===== src/scaler_defines.svh =====
`ifndef SCALER_DEFINES_SVH
`define SCALER_DEFINES_SVH

// ----------------------------------------------------------------------
// Register indices (byte address is four times the index)
// ----------------------------------------------------------------------
`define IDX_QUEUE_HALFWORD0   30'h01FF8070
`define IDX_QUEUE_HALFWORD1   30'h01FF8072
`define IDX_QUEUE_HALFWORD2   30'h01FF8074
`define IDX_QUEUE_HALFWORD3   30'h01FF8076
`define IDX_HOLDING_WORD      30'h01FF8078
`define IDX_QUEUE_CONTROL     30'h01FF807A
`define IDX_SCALER_CONTROL    30'h01FF8060
`define IDX_SCALING_RATIO     30'h01FF8062
`define IDX_FAX_CODEC_CONFIG  30'h01FF8064
`define IDX_FAX_CODEC_CONTROL 30'h01FF8066

// ----------------------------------------------------------------------
// Field positions
// ----------------------------------------------------------------------
`define CTL_OR_BIT       0
`define CTL_START_BIT    1
`define CTL_SOURCE_BIT   2
`define FCFG_CONV_BIT    5
`define FCTL_OR_BIT      3
`define QC_ENABLED_BIT   15
`define QC_REQUEST_BIT   14
`define QC_READY_BIT     13
`define QC_THR_HI        12
`define QC_THR_LO        10
`define QC_OUTPTR_HI     9
`define QC_OUTPTR_LO     8
`define QC_HOLDFULL_BIT  6
`define QC_COUNT_HI      4
`define QC_COUNT_LO      2
`define QC_INPTR_HI      1
`define QC_INPTR_LO      0
`define RATIO_DIR_BIT    15
`define RATIO_COUNT_HI   11

// ----------------------------------------------------------------------
// Sizes and reset values
// ----------------------------------------------------------------------
`define QUEUE_DEPTH      3'h4
`define RATIO_PERIOD     12'h88B
`define RATIO_RESET      16'h0000
`define HALFWORD_RESET   16'h0000

`endif


===== src/scaler_pkg.sv =====
package scaler_pkg;

    // Full state of the input side, registered as one word
    typedef struct packed {
        logic              src_ext;
        logic              start_bit;
        logic              start_armed;
        logic              conv_start;
        logic              vert_or;
        logic [15:0]       ratio;
        logic              fcfg_conv;
        logic              fctl_or;
        logic [2:0]        thr;
        logic [1:0]        inptr;
        logic [1:0]        outptr;
        logic [2:0]        count;
        logic [15:0]       hold;
        logic              hold_full;
        logic [3:0][15:0]  entries;
        logic [15:0]       out_data;
        logic [31:0]       prdata;
    } scaler_state_t;

    // Settings handed to the converter datapath
    typedef struct packed {
        logic              src_ext;
        logic              conv_start;
        logic              vert_or;
        logic              post_or;
        logic              dec_conv;
        logic              dec_or;
        logic              ratio_expand;
        logic [11:0]       ratio_count;
    } conv_ctrl_t;

endpackage


===== src/scaler_input_fifo.sv =====
`timescale 1ns/1ps
`default_nettype none
`include "scaler_defines.svh"

module scaler_input_fifo (
    input  wire logic                     mclk,
    input  wire logic                     reset,
    // APB slave
    input  wire logic                     psel,
    input  wire logic                     penable,
    input  wire logic                     pwrite,
    input  wire logic [31:0]              paddr,
    input  wire logic [31:0]              pwdata,
    output logic      [31:0]              prdata,
    output logic                          pready,
    output logic                          pslverr,
    // DMA channel side
    output logic                          dma_req,
    input  wire logic                     dma_wr,
    input  wire logic [15:0]              dma_wdata,
    // Converter side
    input  wire logic                     conv_rd,
    output logic                          conv_valid,
    output logic      [15:0]              conv_data,
    output scaler_pkg::conv_ctrl_t        conv_ctrl
);

    // ------------------------------------------------------------------
    // State
    // ------------------------------------------------------------------
    scaler_pkg::scaler_state_t state_reg;
    scaler_pkg::scaler_state_t state_next;

    logic [2:0]  thr_eff;
    logic        enabled;
    logic        ready;
    logic        req;
    logic [29:0] word_idx;
    logic        aligned;
    logic        setup;
    logic        access_wr;
    logic        hit;
    logic [15:0] qc_read;

    // ------------------------------------------------------------------
    // Queue status decode
    // ------------------------------------------------------------------
    // Out-of-range thresholds are folded here so the compare stays simple
    assign thr_eff = (state_reg.thr > `QUEUE_DEPTH) ? `QUEUE_DEPTH
                                                    : state_reg.thr;
    // The queue runs only while memory is the chosen source
    assign enabled = state_reg.src_ext;
    // Data flows into local logic, so only an empty queue blocks it
    assign ready   = (state_reg.count != 3'h0);
    // Holding register must be free, or the DMA word would be dropped
    assign req     = enabled && !state_reg.hold_full
                     && (state_reg.count <= thr_eff);

    // Control register read image
    always_comb begin
        qc_read = 16'h0000;
        qc_read[`QC_ENABLED_BIT]              = enabled;
        qc_read[`QC_REQUEST_BIT]              = req;
        qc_read[`QC_READY_BIT]                = ready;
        qc_read[`QC_THR_HI:`QC_THR_LO]        = state_reg.thr;
        qc_read[`QC_OUTPTR_HI:`QC_OUTPTR_LO]  = state_reg.outptr;
        qc_read[`QC_HOLDFULL_BIT]             = state_reg.hold_full;
        qc_read[`QC_COUNT_HI:`QC_COUNT_LO]    = state_reg.count;
        qc_read[`QC_INPTR_HI:`QC_INPTR_LO]    = state_reg.inptr;
    end

    // ------------------------------------------------------------------
    // APB decode
    // ------------------------------------------------------------------
    assign word_idx  = paddr[31:2];
    assign aligned   = (paddr[1:0] == 2'h0);
    assign setup     = psel && !penable;
    assign access_wr = psel && penable && pwrite && hit;

    // Address hit test shared by access write and error response
    always_comb begin
        case (word_idx)
            `IDX_QUEUE_HALFWORD0,
            `IDX_QUEUE_HALFWORD1,
            `IDX_QUEUE_HALFWORD2,
            `IDX_QUEUE_HALFWORD3,
            `IDX_HOLDING_WORD,
            `IDX_QUEUE_CONTROL,
            `IDX_SCALER_CONTROL,
            `IDX_SCALING_RATIO,
            `IDX_FAX_CODEC_CONFIG,
            `IDX_FAX_CODEC_CONTROL: hit = aligned;
            default:                hit = 1'b0;
        endcase
    end

    // ------------------------------------------------------------------
    // Next state
    // ------------------------------------------------------------------
    always_comb begin
        logic       push;
        logic       pop;
        logic [2:0] cnt;
        state_next = state_reg;
        push = 1'b0;
        pop  = 1'b0;
        cnt  = state_reg.count;
        state_next.conv_start = 1'b0;

        // Converter takes the head entry
        if (conv_rd && ready) begin
            pop = 1'b1;
            state_next.outptr = state_reg.outptr + 2'h1;
        end

        // Full holding word moves into the queue while there is room
        if (state_reg.hold_full && (state_reg.count != `QUEUE_DEPTH)) begin
            push = 1'b1;
            state_next.entries[state_reg.inptr] = state_reg.hold;
            state_next.inptr = state_reg.inptr + 2'h1;
            state_next.hold_full = 1'b0;
        end

        // DMA word lands in the holding register once it is free
        if (dma_wr && enabled && (!state_reg.hold_full || push)) begin
            state_next.hold      = dma_wdata;
            state_next.hold_full = 1'b1;
        end

        // Filled count follows pushes and pops, never beyond four
        case ({push, pop})
            2'b10:   cnt = state_reg.count + 3'h1;
            2'b01:   cnt = state_reg.count - 3'h1;
            default: cnt = state_reg.count;
        endcase
        state_next.count = cnt;

        // Register writes at the access edge
        if (access_wr) begin
            case (word_idx)
                `IDX_QUEUE_HALFWORD0:
                    state_next.entries[0] = pwdata[15:0];
                `IDX_QUEUE_HALFWORD1:
                    state_next.entries[1] = pwdata[15:0];
                `IDX_QUEUE_HALFWORD2:
                    state_next.entries[2] = pwdata[15:0];
                `IDX_QUEUE_HALFWORD3:
                    state_next.entries[3] = pwdata[15:0];
                `IDX_HOLDING_WORD: begin
                    state_next.hold = pwdata[15:0];
                end
                `IDX_QUEUE_CONTROL: begin
                    // Pointers are overwritten as given; a live queue
                    // may be corrupted, so software stops it first
                    state_next.thr    = pwdata[`QC_THR_HI:`QC_THR_LO];
                    state_next.outptr = pwdata[`QC_OUTPTR_HI:`QC_OUTPTR_LO];
                    state_next.hold_full = pwdata[`QC_HOLDFULL_BIT];
                    state_next.count  = pwdata[`QC_COUNT_HI:`QC_COUNT_LO];
                    state_next.inptr  = pwdata[`QC_INPTR_HI:`QC_INPTR_LO];
                    if (pwdata[`QC_COUNT_HI:`QC_COUNT_LO] > `QUEUE_DEPTH) begin
                        state_next.count = `QUEUE_DEPTH;
                    end
                end
                `IDX_SCALER_CONTROL: begin
                    state_next.vert_or   = pwdata[`CTL_OR_BIT];
                    state_next.start_bit = pwdata[`CTL_START_BIT];
                    state_next.src_ext   = pwdata[`CTL_SOURCE_BIT];
                    // Start needs the high then low sequence
                    if (pwdata[`CTL_START_BIT]) begin
                        state_next.start_armed = 1'b1;
                    end else if (state_reg.start_armed) begin
                        state_next.start_armed = 1'b0;
                        state_next.conv_start  = 1'b1;
                    end
                end
                `IDX_SCALING_RATIO: begin
                    state_next.ratio = pwdata[15:0];
                end
                `IDX_FAX_CODEC_CONFIG: begin
                    state_next.fcfg_conv = pwdata[`FCFG_CONV_BIT];
                end
                `IDX_FAX_CODEC_CONTROL: begin
                    state_next.fctl_or = pwdata[`FCTL_OR_BIT];
                end
                default: begin
                end
            endcase
        end

        // Read data captured in the setup phase, held through access
        if (setup) begin
            state_next.prdata = 32'h0000_0000;
            case (word_idx)
                `IDX_QUEUE_HALFWORD0:
                    state_next.prdata[15:0] = state_reg.entries[0];
                `IDX_QUEUE_HALFWORD1:
                    state_next.prdata[15:0] = state_reg.entries[1];
                `IDX_QUEUE_HALFWORD2:
                    state_next.prdata[15:0] = state_reg.entries[2];
                `IDX_QUEUE_HALFWORD3:
                    state_next.prdata[15:0] = state_reg.entries[3];
                `IDX_HOLDING_WORD:
                    state_next.prdata[15:0] = state_reg.hold;
                `IDX_QUEUE_CONTROL:
                    state_next.prdata[15:0] = qc_read;
                `IDX_SCALER_CONTROL: begin
                    state_next.prdata[`CTL_OR_BIT]     = state_reg.vert_or;
                    state_next.prdata[`CTL_START_BIT]  = state_reg.start_bit;
                    state_next.prdata[`CTL_SOURCE_BIT] = state_reg.src_ext;
                end
                `IDX_SCALING_RATIO:
                    state_next.prdata[15:0] = state_reg.ratio;
                `IDX_FAX_CODEC_CONFIG:
                    state_next.prdata[`FCFG_CONV_BIT] = state_reg.fcfg_conv;
                `IDX_FAX_CODEC_CONTROL:
                    state_next.prdata[`FCTL_OR_BIT] = state_reg.fctl_or;
                default: begin
                end
            endcase
            if (!aligned) begin
                state_next.prdata = 32'h0000_0000;
            end
        end

        // Head data prepared one cycle ahead for the converter
        state_next.out_data = state_next.entries[state_next.outptr];
    end

    // ------------------------------------------------------------------
    // State register
    // ------------------------------------------------------------------
    // Reset clears everything, the ratio register included
    always_ff @(posedge mclk or posedge reset) begin
        if (reset) begin
            state_reg <= '0;
        end else begin
            state_reg <= state_next;
        end
    end

    // ------------------------------------------------------------------
    // Outputs
    // ------------------------------------------------------------------
    // Zero wait states: the read word was latched during setup
    assign pready     = 1'b1;
    assign pslverr    = psel && penable && !hit;
    assign prdata     = state_reg.prdata;
    assign dma_req    = req;
    assign conv_valid = ready;
    assign conv_data  = state_reg.out_data;

    // Datapath settings; decoder ORing is void without decoder scaling
    always_comb begin
        conv_ctrl              = '0;
        conv_ctrl.src_ext      = state_reg.src_ext;
        conv_ctrl.conv_start   = state_reg.conv_start;
        conv_ctrl.vert_or      = state_reg.vert_or;
        conv_ctrl.post_or      = state_reg.vert_or;
        conv_ctrl.dec_conv     = state_reg.fcfg_conv;
        conv_ctrl.dec_or       = state_reg.fctl_or
                                 && state_reg.fcfg_conv;
        conv_ctrl.ratio_expand = state_reg.ratio[`RATIO_DIR_BIT];
        conv_ctrl.ratio_count  = state_reg.ratio[`RATIO_COUNT_HI:0];
    end

endmodule // scaler_input_fifo

`default_nettype wire


===== config.mk =====
export PLATFORM = sky130hd
export DESIGN_NAME = scaler_input_fifo
export DESIGN_NICKNAME = d
export VERILOG_FILES = /design/src/scaler_pkg.sv /design/src/scaler_input_fifo.sv
export VERILOG_INCLUDE_DIRS = /design/src
export SDC_FILE = /design/constraint.sdc
export NUM_CORES = 1
export LEC_CHECK = 0
export BUFFER_PORTS_ARGS = -buffer_cell sky130_fd_sc_hd__clkbuf_2
export CORE_UTILIZATION = 30
export CTS_BUF_LIST = sky130_fd_sc_hd__clkbuf_8
export DETAILED_ROUTE_END_ITERATION = 10
export PLACE_DENSITY = 0.47
export SLEW_MARGIN = 10
export SYNTH_ARGS = -nofsm -noshare
export SYNTH_HDL_FRONTEND = slang
export SYNTH_SLANG_ARGS = --single-unit

===== constraint.sdc =====
create_clock -name mclk -period 5.89 [get_ports mclk]
set_input_delay 1.178 -clock mclk [delete_from_list [all_inputs] [get_ports mclk]]
set_output_delay 1.178 -clock mclk [all_outputs]
set_load 0.005 [all_outputs]

After elaboration in Yosys (flattened, before gate mapping)
Cells that the tools add are included.

storage, ports and cells
  register bits = 162
  latch bits = 0
  memory bits (writable) = 0
  bits in read-only memories = 0
  output and inout port bits = 71
  memories kept = 0

cells by class
  $add $sub $neg = 4
  multiply operators = 0
  div/mod/pow operators = 0
  magnitude comparators = 6
  equal/unequal tests = 13
  shift-type cells = 0
  multiplexer cells = 36
  bitwise logic cells = 0
  reductions and logical operators = 25

operator list
  cell                                                                           number
  30-bit by 25-bit == test with 1-bit output (second input constant)             10
  16-bit 2-to-1 mux                                                              9
  111-bit 2-to-1 mux                                                             1
  10-bit case mux with 7 select lines                                            1
  65-bit 2-to-1 mux                                                              1
  64-bit bitwise mux                                                             1
  16-bit binary-select mux with 2-bit select                                     1
  16-bit demux with 2-bit select                                                 1
  3-bit case mux with 8 select lines                                             1
  17-bit 2-to-1 mux                                                              1
  1-bit case mux with 7 select lines                                             2
  1-bit logical AND                                                              13
  10-bit 2-to-1 mux                                                              1
  2-bit AND reduction                                                            5
  10-bit OR reduction                                                            1
  1-bit 2-to-1 mux                                                               9
  1-bit case mux with 8 select lines                                             1
  3-bit greater-than comparator (second input constant)                          2
  2-bit by 3-bit less-than comparator with 1-bit output (second input constant)  2
  2-bit 2-to-1 mux                                                               3
  3-bit 2-to-1 mux                                                               2
  3-bit case mux with 2 select lines                                             1
  2-bit by 1-bit adder with 2-bit output (second input constant)                 2
  3-bit by 1-bit adder with 3-bit output (second input constant)                 1
  other kinds (10)                                                               12

Longest topological paths before layout
  word-level depth = 11
  depth in mapped cells = 10

Worst setup path before layout
Ideal clock, no wire load.

  path type = input -> register
  start point = input paddr[6]
  end point = register state_reg, in the netlist conv_data[10]
  library setup time = 0.079 ns
  data arrival time = 3.230 ns
  data required time = 5.811 ns
  setup slack = 2.581 ns
  stages = 8
  cells stage by stage = buf_4 nand2b_1 a2111oi_4 nand4_4 o21ai_1 buf_2 buf_4 mux2i_1

RTL lines
  what                    line                      text
  start: declaration      scaler_input_fifo.sv:12   input wire logic [31:0] paddr,
  end signal: assignment  scaler_input_fifo.sv:237  state_reg <= state_next;
  end: declaration        scaler_input_fifo.sv:31   scaler_pkg::scaler_state_t state_reg;

==> out/qor.yml <==
outcome: "completed"
die_x_um: 172
max_freq_mhz: 271
diodes: 0
cp_max_fo: 18
min_period_ps: 3690
cts-root-buf: "clkbuf_8"
final_util: 0.345
rsz0062_at_grt: "no"
met2_usage: 0.299
grt_pass1_wl_um: 39100
powerDensity_nw_per_um2: 432
endpoint: "conv_data[5]$_DFF_PP0_"
worstPathRequired_ps: 6270
routed_via_density: 4.98
cts_hold_buf: 0
slowest_delay_ps: 630
path_depth: 7
finalHoldViolations: 0
core_area_um2: 28200
ioPinCount: 158
cts_inserted_buffers: 17
grt_util_met1: 0.247
tightest_slew_ps: 1060
worstSetupPathType: "in -> reg"
hold_path.class: "reg -> reg"
internal-power_mw: 2.70
clkSinkCount: 145
routedWlPerCell_um: 21.1
grt_pass1_vias: 6150
avgSynthCellArea_um2: 11.2
maxCapViolations: 0
drcViolationCount: 0
rows: 61
vdd_drop_max_mv: 0.226
ant_nets: 0
seq_area_um2: 3630
grtUsageMet3: 0.0341
p_switching_mw: 1.49
r2r_end: "conv_data[14]$_DFF_PP0_"
slew_violations: 0
multi_input_area_um2: 4380
ys_async_sr_fraction: 1.00
reg2regPathDepth: 7
grt.busiest_layer: "met2"
post_cts_buffers: 0
synth-seq-area-share: 0.418
final_cell_count_no_fill: 1228
grt-ovfl-total: 0
drive_above_1_share: 0.373
syn2layout_area_growth_pct: 11.8
critPathCaptureType: "flop"
finalPower_mw: 4.19
p_sw_frac: 0.356
largest_reg_flops: 85
seqPwrFrac: 0.373
yosysUniqueCellTypes: 53
synth_edf_count: 0
synthCells: 773
clock_power_share: 0.213
synthFlopType: "dfrtp_1"
arrival_ps: 4070
vias: 6111
antenna_found_initial: 1
dp_cells: 1196
num-fill-cells: 2838
nets: 933
ys_warn_count: 0
port_buffers: 124
setup_viol: 0
synth_seq_cells: 145
fin_crit_sh: 0.627
startpoint_type: "input port"
p_leak_nw: 4.45
cts_max_level: 4
critPathSlowestCell: "and2_1"
drt-total-wl_um: 26000
dpl.hpwl_um: 17800
grt_max_degree: 100
die_h_um: 172
final_cell_mix: "dfrtp_1, mux2_2, clkbuf_2"
worst_slack_ps: 2200
crit_buf_inv: 2
reg2reg_from: "qc_read[4]$_DFF_PP0_"
path_delay_family: "simple AND/OR/NAND/NOR gates"
clk_latency_ps: 470
final_common_cell: "dfrtp_1"
pre_cts_ws_ps: 1690
slew_headroom: 0.290
r2r_slack_ps: 2970
pwr-share-comb: 0.414
setup-tns-final_ps: 0
syn_area_um2: 8690
cp-startpoint: "paddr[5]"
grt_usage: 0.183
drt_iter0_markers: 465
cts_tree: "yes"
skew_ps: 19.1
dieArea_um2: 29600
cts_resized: 0
clk_path_buf_depth: 2
start_util: 0.308
drt-pass1-iter-count: 5
cts.clk_slew.worst_paths_ps: 90
gp_congestion: 0.802
path_cells: "clkbuf_2, nor2b_1, and2_1, nand4_4, o21ai_2, buf_4, mux2i_1"
## power groups by stage
stage          Sequential [mW]  Clock (mW)  Combinational, mW
3_3_place_gp              1.58           0               1.74
5_1_grt                   1.61       0.952               1.92
6_report                  1.57       0.892               1.74
3_5_place_dp              1.58           0               1.74
2_1_floorplan             1.50           0               1.43
4_1_cts                   1.57       0.911               1.76
## through the flow
step           hold WS, ps  instance area [µm²]
4_1_cts                493                 9710
3_3_place_gp           463                 9280
6_report               482                 9710
5_1_grt                506                 9710
3_5_place_dp           472                 9280
2_1_floorplan          451                 8740
## cell type report
class | count | area share
clock buffers | 19 | 0.0269
clock inverters | 13 | 0.0178
multi-input cells | 519 | 0.451
inverters | 14 | 0.00593
flip-flops and latches | 145 | 0.374
repair buffers | 140 | 0.0763
well taps | 378 | 0.0487
## worst min path at each step
stage / startpoint / to / slack, ps / cells past startpoint
6_report: prdata[1]$_DFFE_PP0P_ / prdata[1]$_DFFE_PP0P_ / 480 / 2
5_1_grt: prdata[15]$_DFFE_PP0P_ / prdata[15]$_DFFE_PP0P_ / 510 / 2
4_1_cts: prdata[1]$_DFFE_PP0P_ / prdata[1]$_DFFE_PP0P_ / 490 / 2
3_5_place_dp: prdata[1]$_DFFE_PP0P_ / prdata[1]$_DFFE_PP0P_ / 470 / 2
3_3_place_gp: prdata[12]$_DFFE_PP0P_ / prdata[12]$_DFFE_PP0P_ / 460 / 2
2_1_floorplan: prdata[0]$_DFFE_PP0P_ / prdata[0]$_DFFE_PP0P_ / 450 / 2
## metal layers
metal	routed length [µm]	up-vias
met5	17	-
met4	239	2
met3	1240	17
met2	12300	188
met1	12100	3036
li1	-	2868
## tightest hold or removal path: cells and delay by family, from the launching register on
family / cells / cell delay [ps]
compound gates: 1 / 60
simple gates: 1 / 50
flops: 1 / 350
## cell usage after synthesis, types with 7 or more instances
library cell	count	area, µm²
buf_4	69	518
ha_1	8	100
mux2_1	27	304
a21oi_1	24	120
dfrtp_1	145	3630
and2_1	7	43.8
nand2_1	36	135
nor2b_1	8	50.1
mux2_2	124	1400
clkbuf_1	22	82.6
nand3_1	17	85.1
nor2_1	31	116
buf_2	11	55.1
o21ai_0	26	130
a22oi_1	45	338
mux2i_1	70	701
nor4b_1	7	61.3
inv_1	14	52.6
## kinds of logic (layout without fill, tap and decap cells)
| kind of cell | after synthesis | in the layout | synth area share |
|---|---|---|---|
| xor gates and xnor gates | 6 | 6 | 0.00605 |
| AOI/OAI and AO/OA | 117 | 117 | 0.0932 |
| and+or+nand+nor | 148 | 148 | 0.100 |
| DFF | 145 | 145 | 0.418 |
| buffers and inverters | 124 | 186 | 0.0893 |
| muxes | 222 | 222 | 0.279 |
| adders and majority gates | 9 | 9 | 0.0138 |
| other | 2 | 17 | 0.000864 |
No activity file was read; power rests on OpenSTA's default activity.
